[config.mk]
export PLATFORM = sky130hd
export DESIGN_NAME = drt_renew_timer
export DESIGN_NICKNAME = d
export VERILOG_FILES = /design/src/core/drt_pkg.sv /design/src/core/drt_interval_counter.sv /design/src/core/drt_renew_timer.sv
export SDC_FILE = /design/constraint.sdc
export NUM_CORES = 1
export LEC_CHECK = 0
export ABC_AREA = 1
export BUFFER_PORTS_ARGS = -buffer_cell sky130_fd_sc_hd__buf_2
export CORE_MARGIN = 3
export CORE_UTILIZATION = 59
export DETAILED_ROUTE_END_ITERATION = 12
export HOLD_SLACK_MARGIN = 0.05
export PLACE_DENSITY = 0.9
export REMOVE_ABC_BUFFERS = 1
export SLEW_MARGIN = 30
export SYNTH_ARGS = -nofsm -noshare
export SYNTH_HDL_FRONTEND = slang
export SYNTH_SLANG_ARGS = --single-unit
[constraint.sdc]
create_clock -name sys_clk -period 2.5 [get_ports sys_clk]
set_input_delay 0.125 -clock sys_clk [delete_from_list [all_inputs] [get_ports sys_clk]]
set_output_delay 0.125 -clock sys_clk [all_outputs]
set_load 0.05 [all_outputs]
[src/core/drt_pkg.sv]
// shared constants and types for the dram renew request timer
package drt_pkg;

  // interval counter
  localparam int           INTERVAL_WIDTH   = 8;
  localparam int           INTERVAL_MSB     = INTERVAL_WIDTH - 1;
  localparam logic [7:0]   INTERVAL_RESET   = 8'h00;
  localparam logic [7:0]   INTERVAL_STEP    = 8'h01;
  localparam logic [6:0]   HALF_PHASE_START = 7'h00;

  // renew square wave; 256 counter cycles long, so its period follows sys_clk, not the clock the counter was sized for
  localparam int           SYS_CLK_PERIOD_NS      = 10;
  localparam int           SIZING_CLK_PERIOD_NS   = 40;
  localparam int           RENEW_PERIOD_NS        = 10240;
  localparam int           RENEW_PERIOD_CYCLES    = RENEW_PERIOD_NS / SIZING_CLK_PERIOD_NS;
  localparam int           RENEW_HALF_CYCLES      = RENEW_PERIOD_CYCLES / 2;
  localparam int           RENEW_PERIOD_SYS_NS    = RENEW_PERIOD_CYCLES * SYS_CLK_PERIOD_NS;

  // request state machine, encodings fixed by the controller handshake
  typedef enum logic [1:0] {
    DRT_IDLE         = 2'b00,
    DRT_RENEW_ASKING = 2'b01,
    DRT_RENEW_WAIT   = 2'b10
  } drt_state_t;

  // four long word burst read pacing: 14-7-7-7
  localparam int           BURST_WORDS        = 4;
  localparam logic [5:0]   BURST_FIRST_CYCLES = 6'h0e;
  localparam logic [5:0]   BURST_NEXT_CYCLES  = 6'h07;
  localparam logic [5:0]   BURST_TOTAL_CYCLES = 6'h23;
  localparam logic [5:0]   BURST_COUNT_RESET  = 6'h00;
  localparam logic [5:0]   BURST_COUNT_START  = 6'h01;
  localparam logic [5:0]   BURST_COUNT_STEP   = 6'h01;

endpackage : drt_pkg

[src/core/drt_interval_counter.sv]
// free running 8-bit renew interval counter
`timescale 1ns/100ps
`default_nettype none
module drt_interval_counter
  import drt_pkg::*;
(
  input  wire logic                            sys_clk,
  input  wire logic                            reset_n,
  output var  logic [drt_pkg::INTERVAL_MSB:0]  interval_count
);

  // plain binary increment, no enable, wraps from ff to 00
  always_ff @(posedge sys_clk)
  begin
    if (!reset_n)
      interval_count <= INTERVAL_RESET;
    else
      interval_count <= interval_count + INTERVAL_STEP;
  end

  a_counter_step : assert property (@(posedge sys_clk) disable iff (!reset_n)
    $past(reset_n) |-> interval_count == 8'($past(interval_count) + INTERVAL_STEP))
    else $error("interval counter did not advance by one");

  // the top bit may only change when the low seven bits have just wrapped
  a_msb_half_phase : assert property (@(posedge sys_clk) disable iff (!reset_n)
    $past(reset_n) && $changed(interval_count[INTERVAL_MSB])
      |-> interval_count[INTERVAL_MSB-1:0] == HALF_PHASE_START)
    else $error("top bit changed away from a half period boundary");

endmodule // drt_interval_counter
`default_nettype wire

[src/core/drt_renew_timer.sv]
// renew request timer: interval square wave, renew request handshake, burst read pacing
`timescale 1ns/100ps
`default_nettype none
module drt_renew_timer
  import drt_pkg::*;
(
  input  wire logic  sys_clk,
  input  wire logic  reset_n,
  input  wire logic  renew_cycle_begun,
  input  wire logic  burst_start,
  output var  logic  memory_renew_request,
  output var  logic  interval_msb,
  output var  logic  burst_busy,
  output var  logic  burst_word_ready,
  output var  logic  burst_last_word
);

  logic [INTERVAL_MSB:0]  interval_count;
  drt_state_t             renew_state;
  drt_state_t             next_renew_state;
  logic                   next_memory_renew_request;
  logic [5:0]             burst_count;
  logic                   next_word_edge;
  logic                   next_last_edge;
  logic                   phase_requested;

  drt_interval_counter u_interval_counter
  (
    .sys_clk        (sys_clk),
    .reset_n        (reset_n),
    .interval_count (interval_count)
  );

  // square wave taken straight from the counter flop
  assign interval_msb = interval_count[INTERVAL_MSB];

  // request state machine; the request is registered together with the state
  always_comb
  begin
    next_renew_state          = renew_state;
    next_memory_renew_request = 1'b0;
    unique case (renew_state)
      DRT_IDLE:
      begin
        if (interval_count[INTERVAL_MSB])
        begin
          next_renew_state          = DRT_RENEW_ASKING;
          next_memory_renew_request = 1'b1;
        end
      end
      DRT_RENEW_ASKING:
      begin
        // begun is driven by the sequencer on this same clock, so no synchroniser
        if (renew_cycle_begun)
        begin
          next_renew_state          = DRT_RENEW_WAIT;
          next_memory_renew_request = 1'b0;
        end
        else
        begin
          next_memory_renew_request = 1'b1;
        end
      end
      DRT_RENEW_WAIT:
      begin
        // waiting for the low phase is what stops a second request in the same phase
        if (!interval_count[INTERVAL_MSB])
          next_renew_state = DRT_IDLE;
      end
      default:
      begin
        // code 11 is unused; recover to idle
        next_renew_state = DRT_IDLE;
      end
    endcase
  end

  always_ff @(posedge sys_clk)
  begin
    if (!reset_n)
      renew_state <= DRT_IDLE;
    else
      renew_state <= next_renew_state;
  end

  always_ff @(posedge sys_clk)
  begin
    if (!reset_n)
      memory_renew_request <= 1'b0;
    else
      memory_renew_request <= next_memory_renew_request;
  end

  // burst pacing: word edges fall on clocks 14, 21, 28 and 35 after the start
  always_comb
  begin
    next_word_edge = 1'b0;
    for (int w = 0; w < BURST_WORDS; w++)
    begin
      if (burst_count == 6'(BURST_FIRST_CYCLES + 6'(w) * BURST_NEXT_CYCLES - BURST_COUNT_STEP))
        next_word_edge = burst_busy;
    end
    next_last_edge = burst_busy && (burst_count == 6'(BURST_TOTAL_CYCLES - BURST_COUNT_STEP));
  end

  // a start during a running burst is ignored; the pacing is not restartable mid-burst
  always_ff @(posedge sys_clk)
  begin
    if (!reset_n)
      burst_count <= BURST_COUNT_RESET;
    else if (!burst_busy && burst_start)
      burst_count <= BURST_COUNT_START;
    else if (burst_busy)
      burst_count <= burst_count + BURST_COUNT_STEP;
  end

  always_ff @(posedge sys_clk)
  begin
    if (!reset_n)
      burst_busy <= 1'b0;
    else if (!burst_busy && burst_start)
      burst_busy <= 1'b1;
    else if (next_last_edge)
      burst_busy <= 1'b0;
  end

  always_ff @(posedge sys_clk)
  begin
    if (!reset_n)
    begin
      burst_word_ready <= 1'b0;
      burst_last_word  <= 1'b0;
    end
    else
    begin
      burst_word_ready <= next_word_edge;
      burst_last_word  <= next_last_edge;
    end
  end

  // remembers that the current high phase has already produced its request;
  // only the checker reads it, so it costs nothing once assertions are stripped
  always_ff @(posedge sys_clk)
  begin
    if (!reset_n)
      phase_requested <= 1'b0;
    else if (!interval_count[INTERVAL_MSB])
      phase_requested <= 1'b0;
    else if (memory_renew_request)
      phase_requested <= 1'b1;
  end

  a_state_legal : assert property (@(posedge sys_clk) disable iff (!reset_n)
    renew_state inside {2'b00, 2'b01, 2'b10})
    else $error("request state left its three legal codes");

  a_idle_raise : assert property (@(posedge sys_clk) disable iff (!reset_n)
    renew_state == DRT_IDLE && interval_count[INTERVAL_MSB]
      |=> renew_state == DRT_RENEW_ASKING && memory_renew_request)
    else $error("idle did not raise the request on a high top bit");

  a_idle_quiet : assert property (@(posedge sys_clk) disable iff (!reset_n)
    renew_state == DRT_IDLE && !interval_count[INTERVAL_MSB]
      |=> renew_state == DRT_IDLE && !memory_renew_request)
    else $error("idle left or raised the request on a low top bit");

  a_ask_hold : assert property (@(posedge sys_clk) disable iff (!reset_n)
    renew_state == DRT_RENEW_ASKING && !renew_cycle_begun
      |=> renew_state == DRT_RENEW_ASKING && memory_renew_request)
    else $error("request dropped before renew begun");

  a_ask_drop : assert property (@(posedge sys_clk) disable iff (!reset_n)
    renew_state == DRT_RENEW_ASKING && renew_cycle_begun
      |=> renew_state == DRT_RENEW_WAIT && !memory_renew_request)
    else $error("renew begun did not end the request");

  a_wait_hold : assert property (@(posedge sys_clk) disable iff (!reset_n)
    renew_state == DRT_RENEW_WAIT && interval_count[INTERVAL_MSB]
      |=> renew_state == DRT_RENEW_WAIT && !memory_renew_request)
    else $error("wait state left during the high phase");

  a_wait_exit : assert property (@(posedge sys_clk) disable iff (!reset_n)
    renew_state == DRT_RENEW_WAIT && !interval_count[INTERVAL_MSB]
      |=> renew_state == DRT_IDLE && !memory_renew_request)
    else $error("wait state did not return to idle on the low phase");

  a_single_request : assert property (@(posedge sys_clk) disable iff (!reset_n)
    phase_requested |-> !$rose(memory_renew_request))
    else $error("second request raised in one high phase");

  a_reset_idle : assert property (@(posedge sys_clk)
    !reset_n |=> renew_state == DRT_IDLE && !memory_renew_request && interval_count == 8'h00)
    else $error("reset did not clear the request machine");

  a_burst_pacing : assert property (@(posedge sys_clk) disable iff (!reset_n)
    !burst_busy && burst_start
      |=> !burst_word_ready [*7] ##1 !burst_word_ready [*6] ##1 burst_word_ready ##7 burst_word_ready
          ##7 burst_word_ready ##7 (burst_word_ready && burst_last_word))
    else $error("burst words not paced fourteen seven seven seven");

  a_start_ignored : assert property (@(posedge sys_clk) disable iff (!reset_n)
    burst_busy && burst_start && !next_last_edge
      |=> burst_busy && burst_count == 6'($past(burst_count) + BURST_COUNT_STEP))
    else $error("start during a burst disturbed the pacing");

  a_burst_busy_span : assert property (@(posedge sys_clk) disable iff (!reset_n)
    !burst_busy && burst_start |=> burst_busy ##34 !burst_busy)
    else $error("burst did not span thirty five clocks");

endmodule // drt_renew_timer
`default_nettype wire

== Word level (Yosys, flattened, before mapping) ==
Index checks and enable logic that the tools add are counted.

* Register bits after elaboration: 20
* Output and inout port bits: 5
* Logic and storage cells: 43
* Bits of input ports: 4

* Bitwise logic cells: 1
* Add/subtract/negate cells: 2
* Reductions and logical operators: 8
* Mux-type cells: 15
* Eq/ne operators: 9

{| class="wikitable"
|+ Operators by type and width
! cell !! number
|-
| 6-bit by 5-bit == test with 1-bit output, second input constant || 2
|-
| 1-bit 2-to-1 mux || 10
|-
| 8-bit by 1-bit adder with 8-bit output, second input constant || 1
|-
| 6-bit by 1-bit adder with 6-bit output, second input constant || 1
|-
| 6-bit by 4-bit == test with 1-bit output, second input constant || 1
|-
| 6-bit == test, second input constant || 1
|-
| 2-bit 2-to-1 mux || 3
|-
| 2-bit one-hot mux with 3 select lines || 1
|-
| 2-bit != test, second input constant || 2
|-
| 2-bit nonzero test || 2
|-
| 3-bit AND reduction || 1
|-
| 2-bit by 1-bit == test with 1-bit output, second input constant || 1
|-
| 2-bit == test, second input constant || 1
|-
| 1-bit logical AND || 2
|-
| 2-bit zero test || 1
|-
| 2-bit by 1-bit != test with 1-bit output, second input constant || 1
|-
| 1-bit one-hot mux with 2 select lines || 1
|-
| 2-bit OR reduction || 1
|-
| 1-bit zero test || 1
|-
| 1-bit NOT || 1
|}

== Logic depth before layout (Yosys ltp) ==
Gate-level depths: netlist of the first run.

* Word-level depth: 5
* Depth in mapped cells: 8
* Depth with buffers taken out: 8

== By module ==
A second synthesis of the first run with hierarchy kept.

* Cell total of the unflattened synthesis: 123
* Area total of the unflattened synthesis: 927.1 um^2

{| class="wikitable"
|+ Modules (own cells, without submodules)
! module !! times used !! sequential area each (um^2) !! cells each !! area each (um^2)
|-
| drt_renew_timer || 1 || 240.2 || 77 || 580.6
|-
| drt_interval_counter || 1 || 160.2 || 46 || 346.6
|}

== Worst setup path after synthesis of the first run ==
OpenSTA, ideal clock, no wires.

* Path kind: register to register
* From: register burst_busy
* To: register burst_count[4]
* Buffers on the path: 0
* Clock period less this slack: 1294 ps
* Data required time: 2427 ps
* Slack: 1206 ps
* Cell stages (with the launch flop): 5
* Data arrival time: 1221 ps
* Setup time: 73 ps
* Path through: dfxtp_1 nand2_1 nor2_1 nor2_1 nor3_2

* Word-level cells in the longest chain between the ends: 3

{| class="wikitable"
|+ RTL lines
! item !! RTL line !! source
|-
| start: declaration || drt_renew_timer.sv:13 || <nowiki>output var logic burst_busy,</nowiki>
|-
| start signal: assignment || drt_renew_timer.sv:120 || <nowiki>burst_busy <= 1'b0;</nowiki>
|-
| start signal: assignment || drt_renew_timer.sv:122 || <nowiki>burst_busy <= 1'b1;</nowiki>
|-
| start signal: assignment || drt_renew_timer.sv:124 || <nowiki>burst_busy <= 1'b0;</nowiki>
|-
| 1-bit zero test || drt_renew_timer.sv:111 || <nowiki>else if (!burst_busy && burst_start)</nowiki>
|-
| 1-bit logical AND || drt_renew_timer.sv:111 ||
|-
| 2-bit OR reduction (no source line) || -- ||
|-
| end signal: assignment || drt_renew_timer.sv:114 || <nowiki>burst_count <= burst_count + BURST_COUNT_STEP;</nowiki>
|-
| end: declaration || drt_renew_timer.sv:22 || <nowiki>logic [5:0] burst_count;</nowiki>
|}

Parallel ways exist; a longest one is shown, timed or not.
A chain may end at the register's enable or synchronous reset.

== Worst setup path in the final report of the first run ==
* From: register burst_busy
* To: output port burst_busy

No word-level cell between the ends.

==> out/qor.csv, run 1 <==
metric;value;unit
Worst Reg-to-Reg Cells;5;
global-route wire length before repair;2540;um
num rows;13;
Reg2Reg Launch Point;burst_count[1];
total global-route track usage;17.7;%
worst path arrival time;1.14;ns
Worst-path clk slew;0.12;ns
clk root buf;clkbuf_4;
Max Slew Vio Count;0;
Sinks on Clock Net;20;
layout cells sized above 1;16.0;%
Worst Hold End;burst_count[0];
die area;2020;sq um
Starting Density;65.6;%
die height;45.0;um
clock skew;0.00800;ns
Worst Hold Launch;burst_start;
crit path launch type;register;
area growth from synthesis to layout;10.6;%
Synth area leader;dfxtp_1;
worst-path fanout max;8;
most frequent cells in the layout;23 x nand2_1, 20 x nor2_1, 20 x dfxtp_1;
Via Count;749;
most common cell after layout, fill and taps aside;nand2_1;
post-CTS sizing;0;
core region area;1370;sq um
dpl hpwl;1120;um
CTS tree;built;
Synth cell types;23;
CP endpoint kind;output pin;
Worst Max-Slew Pin Slew;0.287;ns
register area share after synthesis;44.7;%
final setup vio count;0;
Final Hold Fails;0;
Pleak;0.405;nW
Post-Syn Area per Cell;7.79;sq um
Fmax;793;MHz
Detailed Route Iter0 Violations;13;
crit-path cells;buf_2;
top cells by area, synth;dfxtp_1 45%, nand2_1 9.6%, nor2_1 8.4%;
CP peak stage delay;0.50;ns
GR Overflow Total;0;
top sig layer;met4;
post-layout minimum cycle time;1.26;ns
Die W;45.0;um
unrepaired setup endpoints after global routing;false;
largest net degree at the start of global routing;13;
setup TNS;0;ns
Pre-antenna DRT Iters;4;
Fillers;110;
gpl congestion;0.833;
Tightest Hold Check Type;input pin to register;
post-synth top area share;44.7;%
met1 WL;741;um
P per Cell Area;642;nW/um^2
Util after Layout;72.5;%
top cell family by delay on the critical path;flip-flops;
Final nets;135;
reg-to-reg endpoint;burst_count[4];
number of diodes;0;
Post-Synthesis Cells;115;
Seq cells post-synth;20;
area of the mapped netlist;896;sq um
WL met2;654;um
Worst Path Buf+Inv;1;
R2R Setup Slk;1.35;ns
initial antenna violation count;0;
maxcap violations;0;
Hold Buf Count CTS;0;
setup bufs post-CTS;0;
crit share post-route;50.4;%
Remaining DRCs;0;
Worst path slowest cell;dfxtp_1;
Worst EP required;2.38;ns
WL met3;67;um
CTS Buf Count;3;
H-tree depth;1;
DR vias/cell;5.35;
hold depth;3;
I/O Buffers;8;
residual antenna-violating net count after detailed routing;0;
relative slew slack;80.9;%
vias in the first global route;630;
Clock Latency Late Sink;0.31;ns
Post-Route WL;1510;um
Longest Clk Path Bufs;2;
I/O pin count;9;
wire per inst;10.8;um
VDD IR max;421;uV
warnings from Yosys;0;
kind of critical path;register to output pin;
status;complete, no violations;
-- cell families after synthesis --
kind of cell | Yosys count | share of synthesized area [%]
buf+inv | 15 | 7.54
fa+ha+maj | 5 | 6.98
compound gates | 12 | 7.12
simple gates | 60 | 30.7
flops | 20 | 44.7
xor+xnor | 3 | 2.93
-- Yosys cell counts --
| master | number |
|---|---|
| nor3b_1 | 2 |
| xor2_1 | 2 |
| ha_1 | 5 |
| a21oi_1 | 7 |
| buf_6 | 1 |
| inv_4 | 1 |
| dfxtp_1 | 20 |
| nor3_1 | 1 |
| nand3_2 | 1 |
| inv_1 | 10 |
| inv_2 | 2 |
| nand3_1 | 5 |
| xnor2_1 | 1 |
| buf_2 | 1 |
| nand2_2 | 1 |
| nor2_1 | 20 |
| a21oi_2 | 1 |
| o21ai_0 | 4 |
| nand2_1 | 23 |
| nor2_4 | 1 |
| or2_1 | 1 |
| nor3_2 | 1 |
| nand4_1 | 4 |
-- cell type report --
cell class                 instances  area, sq um  share of cell area (%)
sequential                        20          400                    40.4
inverter                          13         51.3                    5.18
multi-input combinational         80          428                    43.2
clock inverter                     1         30.0                    3.03
timing repair buffer               8         40.0                    4.04
clock buffer                       3         22.5                    2.27
tap                               15         18.8                    1.89
-- layer usage --
metal / global-route usage, % / vias to the layer above
met1: 23.5 / 337
li1: - / 390
met5: 0 / -
met4: 14.0 / 0
met3: 3.59 / 4
met2: 24.6 / 18
-- worst max path at each step --
stage          depth (start not counted)  slack (ns)      startpoint               end
2_1_floorplan                          5        1.20      burst_busy    burst_count[5]
3_3_place_gp                           8        1.43  burst_count[0]  burst_word_ready
3_5_place_dp                           8        1.38  burst_count[0]  burst_word_ready
4_1_cts                                1        1.22      burst_busy        burst_busy
5_1_grt                                1        1.15      burst_busy        burst_busy
6_report                               1        1.24      burst_busy        burst_busy
-- per-stage QoR --
stage	std cells	total power, W	area [sq um]	hold slack [ns]	setup WS [ns]
3_5_place_dp	136	0.000380	938	0.437	1.38
2_1_floorplan	113	0.000367	880	0.218	1.20
4_1_cts	140	0.000642	991	0.106	1.22
6_report	140	0.000636	991	0.109	1.24
5_1_grt	140	0.000661	991	0.116	1.15
3_3_place_gp	136	0.000378	938	0.427	1.43
-- power breakdown --
group,switching (W),leakage (nW),internal [W],total [W]
sequential,0.00000909,0.162,0.000326,0.000335
clock,0.000102,0.0279,0.000162,0.000264
combinational,0.0000246,0.215,0.0000126,0.0000372
total,0.000135,0.405,0.000501,0.000636
-- worst register-to-register path, stage by stage, from the launching register on --
cell and delay [ns]:
dfxtp_1 0.42, ha_1 0.20, nand2_1 0.11, nor2_1 0.13, nor2_1 0.07, nor3_2 0.16
-- flip-flops by register name, indices dropped and copies added (netlist names) --
name,cells
renew_state,2
burst_busy,1
burst_word_ready,1
burst_last_word,1
burst_count,6
memory_renew_request,1
u_interval_counter.interval_count,8
(Power assumes the default switching activity.)
==> inputs of run 2 (changes only) <==
Settings changed: ABC_AREA 1 to 0, CORE_UTILIZATION 59 to 54, PLACE_DENSITY 0.9 to 0.84.
Clock period 2.5 ns to 1.3 ns, I/O delays scaled along.
==> out/qor.csv, run 2 <==
metric;value;unit;change
status;complete, no violations;;
post-place setup slack;0.0572;ns;-1.32 ns
total power;0.00109;W;+71%
clock skew;0.00263;ns;-0.00537 ns
reg-to-reg endpoint;burst_word_ready;;
register area;408;sq um;+1.9%
post-layout minimum cycle time;1.26;ns;
Worst Path Buf+Inv;1;;unchanged
H-tree depth;1;;unchanged
Final Hold Fails;0;;unchanged
total global-route track usage;18.2;%;+0.46 points
worst-path fanout max;4;;-4
final setup vio count;0;;unchanged
Longest Clk Path Bufs;2;;unchanged
sequential power share;59.4;%;+6.7 points
maxcap violations;0;;unchanged
dpl hpwl;1050;um;-5.8%
Biggest register;u_interval_counter.interval_count;;
Max Slew Vio Count;0;;unchanged
area of the multi-input gates;437;sq um;+2.0%
Post-Syn Area per Cell;9.29;sq um;+19%
Worst path slowest cell;dfxtp_2;;
clk root buf;clkbuf_4;;
Reg2Reg Launch Point;burst_count[0];;
Int Pwr;0.000840;W;+68%
setup TNS;0;ns;unchanged
area of the mapped netlist;855;sq um;-4.6%
Final nets;118;;-13%
commonest cells in the netlist;20 x dfxtp_1, 9 x nor2_1;;
top cell family by delay on the critical path;flip-flops;;
Via Count;678;;-9.5%
Die W;45.8;um;+1.8%
final hold slack;0.442;ns;+0.333 ns
Most used DFF post-synth;dfxtp_1;;
CTS tree;built;;
number of synthesized flops with an enable pin;0;;unchanged
gpl congestion;0.773;;-7.2%
num rows;13;;unchanged
largest net degree at the start of global routing;12;;-1
P per Cell Area;1070;nW/um^2;+67%
most common cell after layout, fill and taps aside;dfxtp_1;;
VDD IR max;682;uV;+62%
Sinks on Clock Net;20;;unchanged
die height;45.8;um;+1.8%
Seq cells post-synth;20;;unchanged
vias in the first global route;638;;+1.3%
layout cells sized above 1;25.0;%;+9.0 points
Detailed Route Iter0 Violations;20;;+7
Post-Route WL;1520;um;+0.40%
Worst Reg-to-Reg Cells;5;;unchanged
met2 GRT Util;25.9;%;+1.3 points
count leader, synth;dfxtp_1;;
crit share post-route;96.7;%;
warnings from Yosys;0;;unchanged
CP endpoint kind;register;;
CP peak stage delay;0.35;ns;-0.15 ns
max reg flops;8;;unchanged
most frequent cells in the layout;14 x dfxtp_1, 9 x nor2_1, 8 x buf_2;;
Post-Synthesis Cells;92;;-20%
clock share of power;33.0;%;-8.5 points
CTS Buf Count;3;;unchanged
Largest regs;u_interval_counter.interval_count (8), burst_count (6), renew_state (2);;
Starting Density;61.1;%;-4.5 points
I/O pin count;9;;unchanged
core region area;1400;sq um;+2.4%
DR vias/cell;5.51;;+3.0%
global-route wire length before repair;2660;um;+4.9%
Comb power frac;7.6;%;+1.8 points
R2R Setup Slk;0.04;ns;-1.31 ns
met1 Track Usage GR;24.1;%;+0.57 points
switch share;23.0;%;+1.7 points
worst path arrival time;1.46;ns;+0.32 ns
share of flip-flops with an asynchronous set or reset;0;%;unchanged
Setup WS post-layout;0.0423;ns;-1.20 ns
area growth from synthesis to layout;19.2;%;
placed cells;116;;-15%
Worst EP required;1.50;ns;-0.88 ns
number of diodes;0;;unchanged
crit-path cells;buf_4, ha_1, nand3b_1, a211oi_2, o31a_1;;
wire per inst;12.3;um;+14%
crit path launch type;register;;
die area;2100;sq um;+3.7%
kind of critical path;register to register;;
Clock Latency Late Sink;0.30;ns;about the same
GR Overflow Total;0;;unchanged
register area share after synthesis;46.9;%;+2.2 points
net switching power;0.000250;W;+85%
Tightest Hold Check Type;register to register;;
Crit. path cell count;5;;+4
Fmax;795;MHz;
post-synth top area share;46.9;%;+2.2 points
Synth cell types;27;;+17%
Fillers;101;;-8.2%
relative slew slack;78.8;%;-2.0 points
Worst Max-Slew Pin Slew;0.317;ns;+0.0302 ns
unrepaired setup endpoints after global routing;false;;
fin cells;123;;-12%
grt met3 use;4.74;%;+1.2 points
Worst-path clk slew;0.11;ns;about the same
Pre-antenna DRT Iters;4;;unchanged
Synth area leader;dfxtp_1;;
Pleak;0.391;nW;-3.5%
GRT Max-Usage Layer;met2;;
I/O Buffers;8;;unchanged
residual antenna-violating net count after detailed routing;0;;unchanged
initial antenna violation count;0;;unchanged
Crit. Startpoint;burst_count[0];;
Remaining DRCs;0;;unchanged
Critical Path Sink;burst_word_ready;;
top cells by area, synth;dfxtp_1 47%, ha_1 7.3%, xor2_1 5.1%;;
## run 2: cell types whose count changed in the layout (fill, tap and decap cells not counted), sizes merged, moves of 2 or more
cell,before,now
a211oi,0,2
a21oi,8,5
and2,0,2
buf,8,12
dlygate4sd3,0,3
inv,13,5
mux2i,0,2
nand2,24,5
nand3b,0,4
nand4,4,2
nor2,21,9
or3,0,3
xor2,2,5
## run 2: worst min path at each step
stage                                               from                                   end  depth (start not counted)
finish              u_interval_counter.interval_count[0]  u_interval_counter.interval_count[0]                          1
global route        u_interval_counter.interval_count[0]  u_interval_counter.interval_count[0]                          1
global placement                                 reset_n                      burst_word_ready                          2
floorplan                                        reset_n                       burst_last_word                          1
detailed placement                           burst_start                            burst_busy                          3
CTS                                       renew_state[1]                        renew_state[0]                          1
## run 2: metrics by stage
stage	util (%)	cell area (sq um)
after floorplan	-	841
after global placement	66.5	930
after detailed placement	66.5	930
after CTS	71.6	1000
after global routing	72.8	1020
final	72.8	1020
## run 2: power groups by stage
stage	registers, W	logic, W	clock network [W]
final	0.000647	0.0000831	0.000359
after floorplan	0.000666	0.0000340	0
after global placement	0.000657	0.0000727	0
after detailed placement	0.000657	0.0000744	0
after CTS	0.000643	0.0000819	0.000368
after global routing	0.000649	0.0000931	0.000405
## run 2: worst register-to-register path: cells and delay by family, from the launching register on
family / cells / cell delay, ns
AOI/OAI and AO/OA: 2 / 0.30
adders and majority gates: 1 / 0.23
buffers and inverters: 1 / 0.15
DFF: 1 / 0.35
and+or+nand+nor: 1 / 0.13
## run 2: final cells by class
cell class / count / area share [%]
clock buffer: 4 / 3.56
inverter: 5 / 1.84
multi-input combinational: 64 / 42.9
sequential: 20 / 40.0
tap: 15 / 1.84
timing repair buffer: 15 / 9.83
## run 2: cell families (layout without fill, tap and decap cells)
family / Yosys count / after routing / share of synthesized area [%]
AOI/OAI and AO/OA: 14 / 14 / 9.52
xor gates and xnor gates: 6 / 6 / 6.15
adders and majority gates: 5 / 5 / 7.32
buffers and inverters: 8 / 24 / 3.81
DFF: 20 / 20 / 46.9
muxes: 2 / 2 / 2.34
and+or+nand+nor: 37 / 37 / 24.0
## run 2: timing repair
action / CTS / global route
hold buffers: 3 / 0
setup buffers: 0 / 0
endpoints found under the hold margin: 5 / 0
setup endpoints to repair: 1 / 6
gates resized for setup: 1 / 8
## run 2: layer usage
metal  wire length (um)  part of all wire [%]
met1                755                    50
met2                664                    44
met3                 58                   3.8
met4                 37                   2.4
met5                  0                     0
